<file path="config.mk">
export PLATFORM = sky130hd
export DESIGN_NAME = regulator_ctrl
export DESIGN_NICKNAME = d
export VERILOG_FILES = /design/src/inc/regulator_ctrl_pkg.sv /design/src/rtl/regulator_ctrl.sv
export SDC_FILE = /design/constraint.sdc
export NUM_CORES = 1
export LEC_CHECK = 0
export ABC_AREA = 1
export BUFFER_PORTS_ARGS = -buffer_cell sky130_fd_sc_hd__clkbuf_2
export CORE_AREA = 2 2 144 146
export DETAILED_ROUTE_END_ITERATION = 6
export DIE_AREA = 0 0 146 148
export MAX_ROUTING_LAYER = met4
export PLACE_DENSITY_LB_ADDON = 0.3
export SYNTH_ARGS = -nofsm -noshare
export SYNTH_HDL_FRONTEND = slang
export SYNTH_SLANG_ARGS = --single-unit
</file>
<file path="constraint.sdc">
create_clock -name clk -period 3.9 [get_ports clk]
set_input_delay 0.39 -clock clk [delete_from_list [all_inputs] [get_ports clk]]
set_output_delay 0.39 -clock clk [all_outputs]
set_load 0.02 [all_outputs]
</file>
<file path="src/inc/regulator_ctrl_pkg.sv">
/*
  Constants, encodings and the state type shared by the regulator control block.
  Assumes a 50 MHz control clock.
*/
package regulator_ctrl_pkg;

  // ==========================================================
  // Clock and timing
  localparam int CLK_MHZ = 50;
  localparam int CLK_HZ = 50_000_000;
  localparam int EDGE_HOLD_NS = 100;
  localparam int EDGE_CYC = (EDGE_HOLD_NS * CLK_MHZ + 999) / 1000;
  localparam int BLANK_NS = 4000;
  localparam int BLANK_CYC = (BLANK_NS * CLK_MHZ + 999) / 1000;
  localparam int SYNC_F_MIN_HZ = 200_000;
  localparam int SYNC_F_MAX_HZ = 2_200_000;
  localparam int SYNC_PER_MIN = (CLK_HZ + SYNC_F_MAX_HZ - 1) / SYNC_F_MAX_HZ;
  localparam int SYNC_PER_MAX = CLK_HZ / SYNC_F_MIN_HZ;
  localparam int LOCK_EDGES = 2048;
  localparam int PG_FILT_US = 120;
  localparam int PG_FILT_CYC = PG_FILT_US * CLK_MHZ;
  localparam int PG_REL_US = 2000;
  localparam int PG_REL_CYC = PG_REL_US * CLK_MHZ;
  localparam int DEF_PERIOD = 125;

  // ==========================================================
  // Synchronised input bit positions
  localparam int IN_WAKE = 0;
  localparam int IN_EN = 1;
  localparam int IN_VIN_OK = 2;
  localparam int IN_VIN_MIN = 3;
  localparam int IN_RT_OK = 4;
  localparam int IN_FB_WIN = 5;
  localparam int IN_ILIM = 6;
  localparam int IN_TSD = 7;
  localparam int IN_SS_DONE = 8;
  localparam int IN_MIN_TIME = 9;
  localparam int IN_W = 10;

  // ==========================================================
  // Operating modes and state
  typedef enum logic [1:0] {
    MODE_SHUTDOWN = 2'h0,
    MODE_STANDBY = 2'h1,
    MODE_SWITCHING = 2'h2
  } mode_t;

  typedef struct packed {
    logic [IN_W-1:0] s1;
    logic [IN_W-1:0] s2;
    logic en_filt;
    logic [2:0] edge_cnt;
    logic [7:0] blank_cnt;
    logic en_state;
    mode_t mode;
    logic vcc_on;
    logic sw_on;
    logic [7:0] sync_gap;
    logic [11:0] edge_total;
    logic locked;
    logic [7:0] period;
    logic [8:0] osc_cnt;
    logic sw_pulse;
    logic spread_on;
    logic pg_oe;
    logic [15:0] flt_cnt;
    logic [16:0] rel_cnt;
  } ctrl_state_t;

endpackage : regulator_ctrl_pkg

</file>
<file path="src/rtl/regulator_ctrl.sv">
/*
  Control logic of a step-down regulator: enable/sync decoding with blanking,
  oscillator lock to an external clock, and the open-drain power-good flag.
  Assumes all status inputs are asynchronous levels from analog comparators.
*/
// Contract
// - Enable below wake threshold keeps the device in shutdown.
// - Between thresholds supply is on, switch idle; above enable switch if input good.
// - After an enable-pin clock edge, enable changes are ignored for the blanking time.
// - No blanking is applied while in shutdown.
// - Sync clock lies within 200 kHz to 2.2 MHz and is followed.
// - After 2048 valid sync cycles the oscillator takes the sync frequency.
// - Valid sync disables frequency spreading.
// - Changeover keeps phase so the transitional cycle is intermediate.
// - Phase then slides gradually until switch pulses align with sync rises.
// - Resistor pin out of range forces shutdown.
// - Frequency drops when minimum on or off time limits the ratio.
// - Power-good pulls low on any fault, disable or start-up.
// - Short feedback excursions under the filter time do not trip power-good.
// - Power-good is open-drain pull-down, forced low when enable is low.
// - Power-good stays valid while disabled down to about 1 V input.
// - Power-good releases 2 ms after regulation returns.
// - Power-good fault filter time is 120 us.
`timescale 1ns/10ps
module regulator_ctrl #(
  parameter int PG_FILT = regulator_ctrl_pkg::PG_FILT_CYC,
  parameter int PG_REL = regulator_ctrl_pkg::PG_REL_CYC,
  parameter logic [7:0] RT_PERIOD = 8'(regulator_ctrl_pkg::DEF_PERIOD)
) (
  input wire logic clk,
  input wire logic reset_n,
  input wire logic en_wake,
  input wire logic en_sync_pin,
  input wire logic vin_ok,
  input wire logic vin_min_ok,
  input wire logic freq_set_resistor_pin_ok,
  input wire logic fb_in_window,
  input wire logic current_limit,
  input wire logic thermal_shutdown,
  input wire logic soft_start_done,
  input wire logic min_time_limited,
  output regulator_ctrl_pkg::mode_t mode,
  output logic vcc_enable,
  output logic switch_node_enable,
  output logic switch_pulse,
  output logic spread_enable,
  output logic sync_locked,
  output logic power_good_flag_out,
  output logic power_good_flag_oe
);
  import regulator_ctrl_pkg::*;

  ctrl_state_t st;
  ctrl_state_t next_st;
  logic hard_fault;
  logic [8:0] period_eff;
  logic sync_rise;
  logic [7:0] meas;
  logic meas_ok;

  // ==========================================================
  // Next-state logic
  always_comb begin
    next_st = st;
    next_st.s1 = {min_time_limited, soft_start_done, thermal_shutdown, current_limit,
                  fb_in_window, freq_set_resistor_pin_ok, vin_min_ok, vin_ok,
                  en_sync_pin, en_wake};
    next_st.s2 = st.s1;

    // Edge recognition: a new level must hold before it counts.
    if (st.s2[IN_EN] == st.en_filt) begin
      next_st.edge_cnt = 3'h0;
    end else if (st.edge_cnt == 3'(EDGE_CYC - 1)) begin
      next_st.edge_cnt = 3'h0;
      next_st.en_filt = st.s2[IN_EN];
    end else begin
      next_st.edge_cnt = st.edge_cnt + 3'h1;
    end
    sync_rise = next_st.en_filt && !st.en_filt;

    if (st.mode == MODE_SHUTDOWN) begin
      next_st.blank_cnt = 8'h00;
      next_st.en_state = st.en_filt;
    end else if (next_st.en_filt != st.en_filt) begin
      next_st.blank_cnt = 8'(BLANK_CYC);
    end else if (st.blank_cnt != 8'h00) begin
      next_st.blank_cnt = st.blank_cnt - 8'h01;
    end else begin
      next_st.en_state = st.en_filt;
    end

    if (!st.s2[IN_WAKE] || !st.s2[IN_RT_OK]) begin
      next_st.mode = MODE_SHUTDOWN;
    end else if (st.en_state && st.s2[IN_VIN_OK]) begin
      next_st.mode = MODE_SWITCHING;
    end else begin
      next_st.mode = MODE_STANDBY;
    end
    // Decoded mode outputs are registered so that no pin sees a decode glitch.
    next_st.vcc_on = next_st.mode != MODE_SHUTDOWN;
    next_st.sw_on = next_st.mode == MODE_SWITCHING;

    // Sync period measurement; a gap past the slowest legal clock drops lock.
    meas = st.sync_gap + 8'h01;
    meas_ok = (meas >= 8'(SYNC_PER_MIN)) && (meas <= 8'(SYNC_PER_MAX));
    if (sync_rise) begin
      next_st.sync_gap = 8'h00;
      if (!meas_ok) begin
        next_st.edge_total = 12'h000;
      end else if (st.locked) begin
        next_st.period = meas;
      end else if (st.edge_total == 12'(LOCK_EDGES - 1)) begin
        next_st.locked = 1'b1;
        next_st.period = meas;
      end else begin
        next_st.edge_total = st.edge_total + 12'h001;
      end
    end else if (st.sync_gap > 8'(SYNC_PER_MAX)) begin
      next_st.edge_total = 12'h000;
      next_st.locked = 1'b0;
      next_st.period = RT_PERIOD;
    end else begin
      next_st.sync_gap = st.sync_gap + 8'h01;
    end
    if (st.mode != MODE_SWITCHING && !st.locked) begin
      next_st.period = RT_PERIOD;
    end

    // The count is kept across a period change, so the cycle in flight ends at
    // whichever limit it meets: an intermediate length, never a runt or gap.
    period_eff = {1'b0, st.period} + (st.s2[IN_MIN_TIME] ? 9'(st.period >> 2) : 9'h000);
    next_st.sw_pulse = 1'b0;
    if (st.mode != MODE_SWITCHING) begin
      next_st.osc_cnt = 9'h000;
    end else if (st.osc_cnt >= period_eff - 9'h001) begin
      next_st.osc_cnt = 9'h000;
      next_st.sw_pulse = 1'b1;
    end else if (st.locked && sync_rise && st.osc_cnt < {1'b0, st.period[7:1]}) begin
      next_st.osc_cnt = st.osc_cnt;
    end else if (st.locked && sync_rise) begin
      next_st.osc_cnt = st.osc_cnt + 9'h002;
    end else begin
      next_st.osc_cnt = st.osc_cnt + 9'h001;
    end
    next_st.spread_on = (st.mode == MODE_SWITCHING) && !st.locked && !st.s2[IN_MIN_TIME];

    // Power-good: hard faults act at once, feedback excursions are filtered.
    hard_fault = !st.en_state || st.mode != MODE_SWITCHING || st.s2[IN_TSD] ||
                 st.s2[IN_ILIM] || !st.s2[IN_SS_DONE];
    if (st.s2[IN_FB_WIN]) begin
      next_st.flt_cnt = 16'h0000;
    end else if (st.flt_cnt != 16'(PG_FILT)) begin
      next_st.flt_cnt = st.flt_cnt + 16'h0001;
    end
    if (hard_fault || st.flt_cnt == 16'(PG_FILT)) begin
      next_st.pg_oe = 1'b1;
      next_st.rel_cnt = 17'h00000;
    end else if (st.pg_oe && !st.s2[IN_FB_WIN]) begin
      next_st.rel_cnt = 17'h00000;
    end else if (st.pg_oe && st.rel_cnt == 17'(PG_REL - 1)) begin
      next_st.pg_oe = 1'b0;
    end else if (st.pg_oe) begin
      next_st.rel_cnt = st.rel_cnt + 17'h00001;
    end
  end

  // ==========================================================
  // State register
  always_ff @(posedge clk) begin
    if (!reset_n) begin
      st <= '0;
      st.mode <= MODE_SHUTDOWN;
      st.period <= RT_PERIOD;
      st.pg_oe <= 1'b1;
    end else begin
      st <= next_st;
    end
  end

  assign mode = st.mode;
  assign vcc_enable = st.vcc_on;
  assign switch_node_enable = st.sw_on;
  assign switch_pulse = st.sw_pulse;
  assign spread_enable = st.spread_on;
  assign sync_locked = st.locked;
  assign power_good_flag_out = 1'b0;
  assign power_good_flag_oe = st.pg_oe;

  // ==========================================================
  // Checks
  chk_wake_shutdown: assert property (@(posedge clk) disable iff (!reset_n)
    !st.s2[IN_WAKE] |=> st.mode == MODE_SHUTDOWN) else $error("not in shutdown below wake");
  chk_switch_cause: assert property (@(posedge clk) disable iff (!reset_n)
    (st.mode != MODE_SWITCHING && !(st.en_state && st.s2[IN_VIN_OK])) |=>
    st.mode != MODE_SWITCHING) else $error("switching without enable and input");
  chk_blank_holds: assert property (@(posedge clk) disable iff (!reset_n)
    (st.blank_cnt != 8'h00 && st.mode != MODE_SHUTDOWN) |=> $stable(st.en_state))
    else $error("enable changed in blanking");
  chk_no_blank_sd: assert property (@(posedge clk) disable iff (!reset_n)
    st.mode == MODE_SHUTDOWN |=> st.blank_cnt == 8'h00) else $error("blanking in shutdown");
  chk_lock_count: assert property (@(posedge clk) disable iff (!reset_n)
    $rose(st.locked) |-> $past(st.edge_total) == 12'(LOCK_EDGES - 1))
    else $error("lock at wrong edge count");
  chk_sync_restart: assert property (@(posedge clk) disable iff (!reset_n)
    (sync_rise && !meas_ok) |=> st.edge_total == 12'h000)
    else $error("sync count not restarted");
  chk_spread_off: assert property (@(posedge clk) disable iff (!reset_n)
    st.locked |=> !st.spread_on) else $error("spreading while locked");
  chk_rt_shutdown: assert property (@(posedge clk) disable iff (!reset_n)
    !st.s2[IN_RT_OK] |=> st.mode == MODE_SHUTDOWN) else $error("bad resistor not shut down");
  chk_pg_en_low: assert property (@(posedge clk) disable iff (!reset_n)
    !st.en_state |=> st.pg_oe) else $error("power-good released with enable low");
  chk_pg_fault_cause: assert property (@(posedge clk) disable iff (!reset_n)
    (!st.pg_oe && !hard_fault && st.flt_cnt != 16'(PG_FILT)) |=> !st.pg_oe)
    else $error("power-good fell without cause");
  chk_pg_release: assert property (@(posedge clk) disable iff (!reset_n)
    $fell(st.pg_oe) |-> $past(st.rel_cnt) == 17'(PG_REL - 1)) else $error("early release");

endmodule : regulator_ctrl

</file>
# [After elaboration in Yosys (flattened, before gate mapping)]
# Index checks and enable logic that the tools add are counted.
[word_totals] word_cells=119 ff_bits=111
[op_classes] add_sub_neg=10 magnitude_cmp=5 eq_ne=16 bitwise=3 n_mux=20 reduce_logical=45
[op_table] op="21-bit two-way mux" count=2
[op_table] op="9-bit two-way mux" count=3
[op_table] op="12-bit two-way mux" count=2
[op_table] op="8-bit two-way mux" count=3
[op_table] op="17-bit by 1-bit adder with 17-bit output (second input constant)" count=1
[op_table] op="17-bit == test (second input constant)" count=1
[op_table] op="16-bit by 1-bit adder with 16-bit output (second input constant)" count=1
[op_table] op="16-bit by 13-bit == test with 1-bit output (second input constant)" count=1
[op_table] op="16-bit by 13-bit inequality test with 1-bit output (second input constant)" count=1
[op_table] op="13-bit two-way mux" count=1
[op_table] op="12-bit by 1-bit adder with 12-bit output (second input constant)" count=1
[op_table] op="12-bit by 11-bit == test with 1-bit output (second input constant)" count=1
[op_table] op="2-bit OR reduction" count=6
[op_table] op="3-bit OR reduction" count=4
[op_table] op="1-bit logical AND" count=10
[op_table] op="8-bit by 6-bit adder with 9-bit output" count=1
[op_table] op="9-bit by 1-bit adder with 9-bit output (second input constant)" count=1
[op_table] op="9-bit by 2-bit adder with 9-bit output (second input constant)" count=1
[op_table] op="9-bit greater-or-equal comparator" count=1
[op_table] op="9-bit by 7-bit less-than comparator with 1-bit output" count=1
[op_table] op="9-bit by 1-bit subtractor with 9-bit output (second input constant)" count=1
[op_table] op="8-bit by 1-bit adder with 8-bit output (second input constant)" count=1
[op_table] op="8-bit by 5-bit greater-or-equal comparator with 1-bit output (second input constant)" count=1
[op_table] op="8-bit greater-than comparator (second input constant)" count=1
[op_table] op="22 further kinds" count=52

# [Longest topological paths before layout]
[depth] ltp_word=7 mapped_depth=20 depth_no_buf=20

# [Worst setup path before layout]
# Ideal clock, no wire load.
[synth_timing] path_kind="register to register" startpoint="register st[100] in the netlist's numbering" endpoint="register st[42] in the netlist's numbering" path_slack_ps=698 setup_ps=78 arrival_ps=3124 period_less_slack_ps=3202 path_stages_with_launch=20 t_required_ps=3822 path_cell_list="dfxtp_1 -> nand2_1 -> ha_1 -> inv_1 -> ha_1 -> a21oi_1 -> nand2_1 -> a21o_1 -> a21oi_1 -> o21ai_0 -> a21o_1 -> nand2_1 -> nand2_1 -> ha_1 -> a21oi_1 -> o21a_1 -> o2111ai_1 -> nor2_1 -> inv_1 -> nor3_1"
[synth_between] elab_chain_cells=5
[synth_lines] element="start, declared" line_no="regulator_ctrl.sv:53" text="ctrl_state_t st;"
[synth_lines] element="start signal, assigned" line_no="regulator_ctrl.sv:176" text="st <= next_st;"
[synth_lines] element="6-bit two-way mux" line_no="regulator_ctrl.sv:131" text="period_eff = {1'b0, st.period} + (st.s2[IN_MIN_TIME] ? 9'(st.period >> 2) : 9'h000);"
[synth_lines] element="8-bit by 6-bit adder with 9-bit output" line_no="regulator_ctrl.sv:131"
[synth_lines] element="9-bit by 1-bit subtractor with 9-bit output" line_no="regulator_ctrl.sv:135" text="end else if (st.osc_cnt >= period_eff - 9'h001) begin"
[synth_lines] element="9-bit greater-or-equal comparator" line_no="regulator_ctrl.sv:135"
[synth_lines] element="3-bit OR reduction (no line)"
# Every way passes these cells.
# A chain may end at the register's enable or synchronous reset.

# [Worst setup path after layout]
# Ends and elaborated chain as after synthesis.

==> results.json <==
{
  "synth_top_family_by_area": "simple AND/OR/NAND/NOR gates",
  "syn_inst": 854,
  "end_kind": "register",
  "power_frac_comb_pct": 4.2,
  "antenna_found_initial": 0,
  "p_switching_mw": 0.5174,
  "synth_fa_ha_area_share_pct": 8.957,
  "yosysWarnings": 0,
  "coreArea_um2": 20040,
  "vdd_drop_max_uv": 291.3,
  "regArea_um2": 2163,
  "timing.slew.headroom_pct": 58.09,
  "drc_errors": 0,
  "r2r_cells": 19,
  "viasPerCell": 4.420,
  "max_freq_ghz": 0.2832,
  "rows": 52,
  "startpoint_type": "register",
  "synth_seq_cells": 108,
  "ys_async_sr_fraction_pct": 0,
  "synth_area_per_cell_um2": 6.968,
  "p_int_mw": 1.603,
  "grt_pass1_wl_um": 21510,
  "yosys-mux-area-fraction_pct": 0,
  "final_nets": 928,
  "synthSimpleGateAreaFrac_pct": 31.16,
  "num_vias": 5079,
  "clk_path_buf_depth": 2,
  "io_pins": 21,
  "cts_buffers": 9,
  "wl_per_cell_um": 10.36,
  "first_pass_iters": 4,
  "synth.yosys.seq_area_share_pct": 36.33,
  "htree_levels": 3,
  "initialDrtViolationCount": 209,
  "cts_tree": "done",
  "grt_max_degree": 28,
  "setup_violations": 0,
  "synth_nets": 908,
  "highest_layer": "met4",
  "pwr-share-clk_pct": 42.6,
  "finalPower_mw": 2.120,
  "maxSlewViolCount": 0,
  "skew_ns": 0.01055,
  "cp_data_arrival_time_ns": 3.82,
  "wl_um": 11910,
  "multi_input_area_um2": 3206,
  "wl_met2_um": 5151,
  "wl_met1_um": 6260,
  "path_cells": "nand2_1 > ha_1 > inv_1 > ha_1 > a21oi_1 > nand2_1 > a21o_1 > a21oi_1 > o21ai_0 > a21o_1 > nand2_1 > nand2_1 > ha_1 > a21oi_1 > o21a_1 > o2111ai_1 > nor2_2 > inv_1 > nor3_1",
  "max_cap_violations": 0,
  "fp.dieH_um": 148,
  "nFillCells": 2195,
  "gp_congestion": 0.8165,
  "grt_pass1_vias": 4822,
  "io_buffers": 18,
  "power_density_nw_per_um2": 319.4,
  "ys_top_cells_by_area": "dfxtp_1, nand2_1, ha_1",
  "synth_commonest_cells": "nand2_1, inv_1, dfxtp_1, nor2_1, a21oi_1",
  "min_path_cells": 3,
  "drive_above_1_share_pct": 7.622,
  "path_buf_inv": 2,
  "min_path_type": "input port to register",
  "ys_types": 45,
  "dp_hpwl_um": 8893,
  "grt_usage_pct": 12.20,
  "clkTransAtPathRegs_ns": 0.08,
  "path_max_fanout": 7,
  "n_antenna_cell": 0,
  "crit_type": "register to register",
  "synth-xor-area-share_pct": 3.091,
  "met3_wirelength_um": 348,
  "final_antenna_net_count": 0,
  "grt_overflow": 0,
  "yosys.area.top_type": "dfxtp_1",
  "synth_top_area_share_pct": 36.33,
  "layout-area-overhead-vs-synth_pct": 11.56,
  "cts_root_buf": "clkbuf_16",
  "hold_ws_ns": 0.2043,
  "critical_path.top_delay_family": "compound AO/OA/AOI/OAI gates",
  "cp_slowest_cell": "dfxtp_2",
  "syn_area_um2": 5951,
  "fin_tns_setup_ns": 0,
  "swShare_pct": 24.41,
  "fp.dieArea_um2": 21610,
  "worstMarginPinSlew_ns": 0.6239,
  "post-route-util_pct": 33.13,
  "die_x_um": 146,
  "fin_crit_sh_pct": 90.56,
  "hold_viol_final": 0,
  "p_leak_nw": 2.841,
  "crit_top_cell": "nand2_1",
  "pwr-share-seq_pct": 53.2,
  "ys.flop_type": "dfxtp_1",
  "clock_latency_ns": 0.36,
  "max_stage_delay_ns": 0.40,
  "synth-compound-area-share_pct": 10.56,
  "cts.sinks": 108,
  "start_util_pct": 29.70,
  "critPathRequiredTime_ns": 4.19,
  "layout_min_cycle_time_ns": 3.532,
  "status": "finished, final reports clean",
  "worst-path-stages": 19,
  "rsz0062_at_grt": "false",
  "yosysMostFrequentCell": "nand2_1",
  "synth-edff-count": 0
}
cells in the final DEF, fill, tap and decap left out, drive strengths merged, types with 9 or more instances in the layout:
cell	Yosys	layout
xor2	12	12
a21oi	67	67
nand3	60	60
nand2	197	197
dfxtp	108	108
nand4	17	17
xnor2	9	9
inv	134	138
clkbuf	8	27
nor3	26	26
ha	41	41
o21ai	27	27
nor2	105	105
repair_timing:
action,CTS,global route
setup endpoints to repair,0,8
buffers inserted,0,1
resized for setup,0,2
hold buffers,0,0
cell families after synthesis:
family / count (synthesis)
other: 1
buffers and inverters: 149
AND/OR/NAND/NOR: 418
adder cells (fa/ha/maj): 42
AO/OA/AOI/OAI: 115
XOR/XNOR: 21
flip-flops: 108
path summary, 6_finish.rpt:
check	start	end	slack, ns
max	st[100]	st[42]	0.37
min	vin_ok	next_st[93]	0.20
max reg2reg	st[100]	st[42]	0.37
min reg2reg	next_st[96]	st[96]	0.42
per-layer routing:
layer  global-route usage [%]  up-vias
li1                         -     2786
met1                    15.73     2233
met2                    19.27       47
met3                    2.593       13
met4                    3.738        0
met5                        -        -
layout make-up:
class                      instances  area share (%)
inverter                         135           7.708
tap                              270           5.089
multi-input combinational        597           48.28
clock inverter                     7           1.018
sequential                       108           32.59
clock buffer                       9           3.392
timing repair buffer              23           1.922
tightest hold or removal path: stages:
cell      delay, ns
clkbuf_2       0.07
nand2_1        0.04
inv_1          0.04
flip-flops by register name, indices dropped and copies added (netlist names):
signal	cells
st	92
next_st	9
mode	2
power_good_flag_oe	1
spread_enable	1
switch_pulse	1
sync_locked	1
vcc_enable	1
metrics by stage:
step                setup WS [ns]  instance area (um2)  cells
floorplan                  0.6983                 5951    854
global placement           0.2985                 6335   1132
detailed placement         0.2288                 6335   1132
CTS                        0.2091                 6628   1148
global route             0.008622                 6639   1149
finish                     0.3683                 6639   1149
power by group through the flow:
stage / logic (mW) / clock network [mW] / registers (mW)
finish: 0.0892 / 0.904 / 1.13
global route: 0.106 / 0.981 / 1.13
CTS: 0.0907 / 0.942 / 1.13
detailed placement: 0.0900 / 0 / 1.15
global placement: 0.0894 / 0 / 1.15
floorplan: 0.0687 / 0 / 1.15
Power figures use the tool's default switching activity.
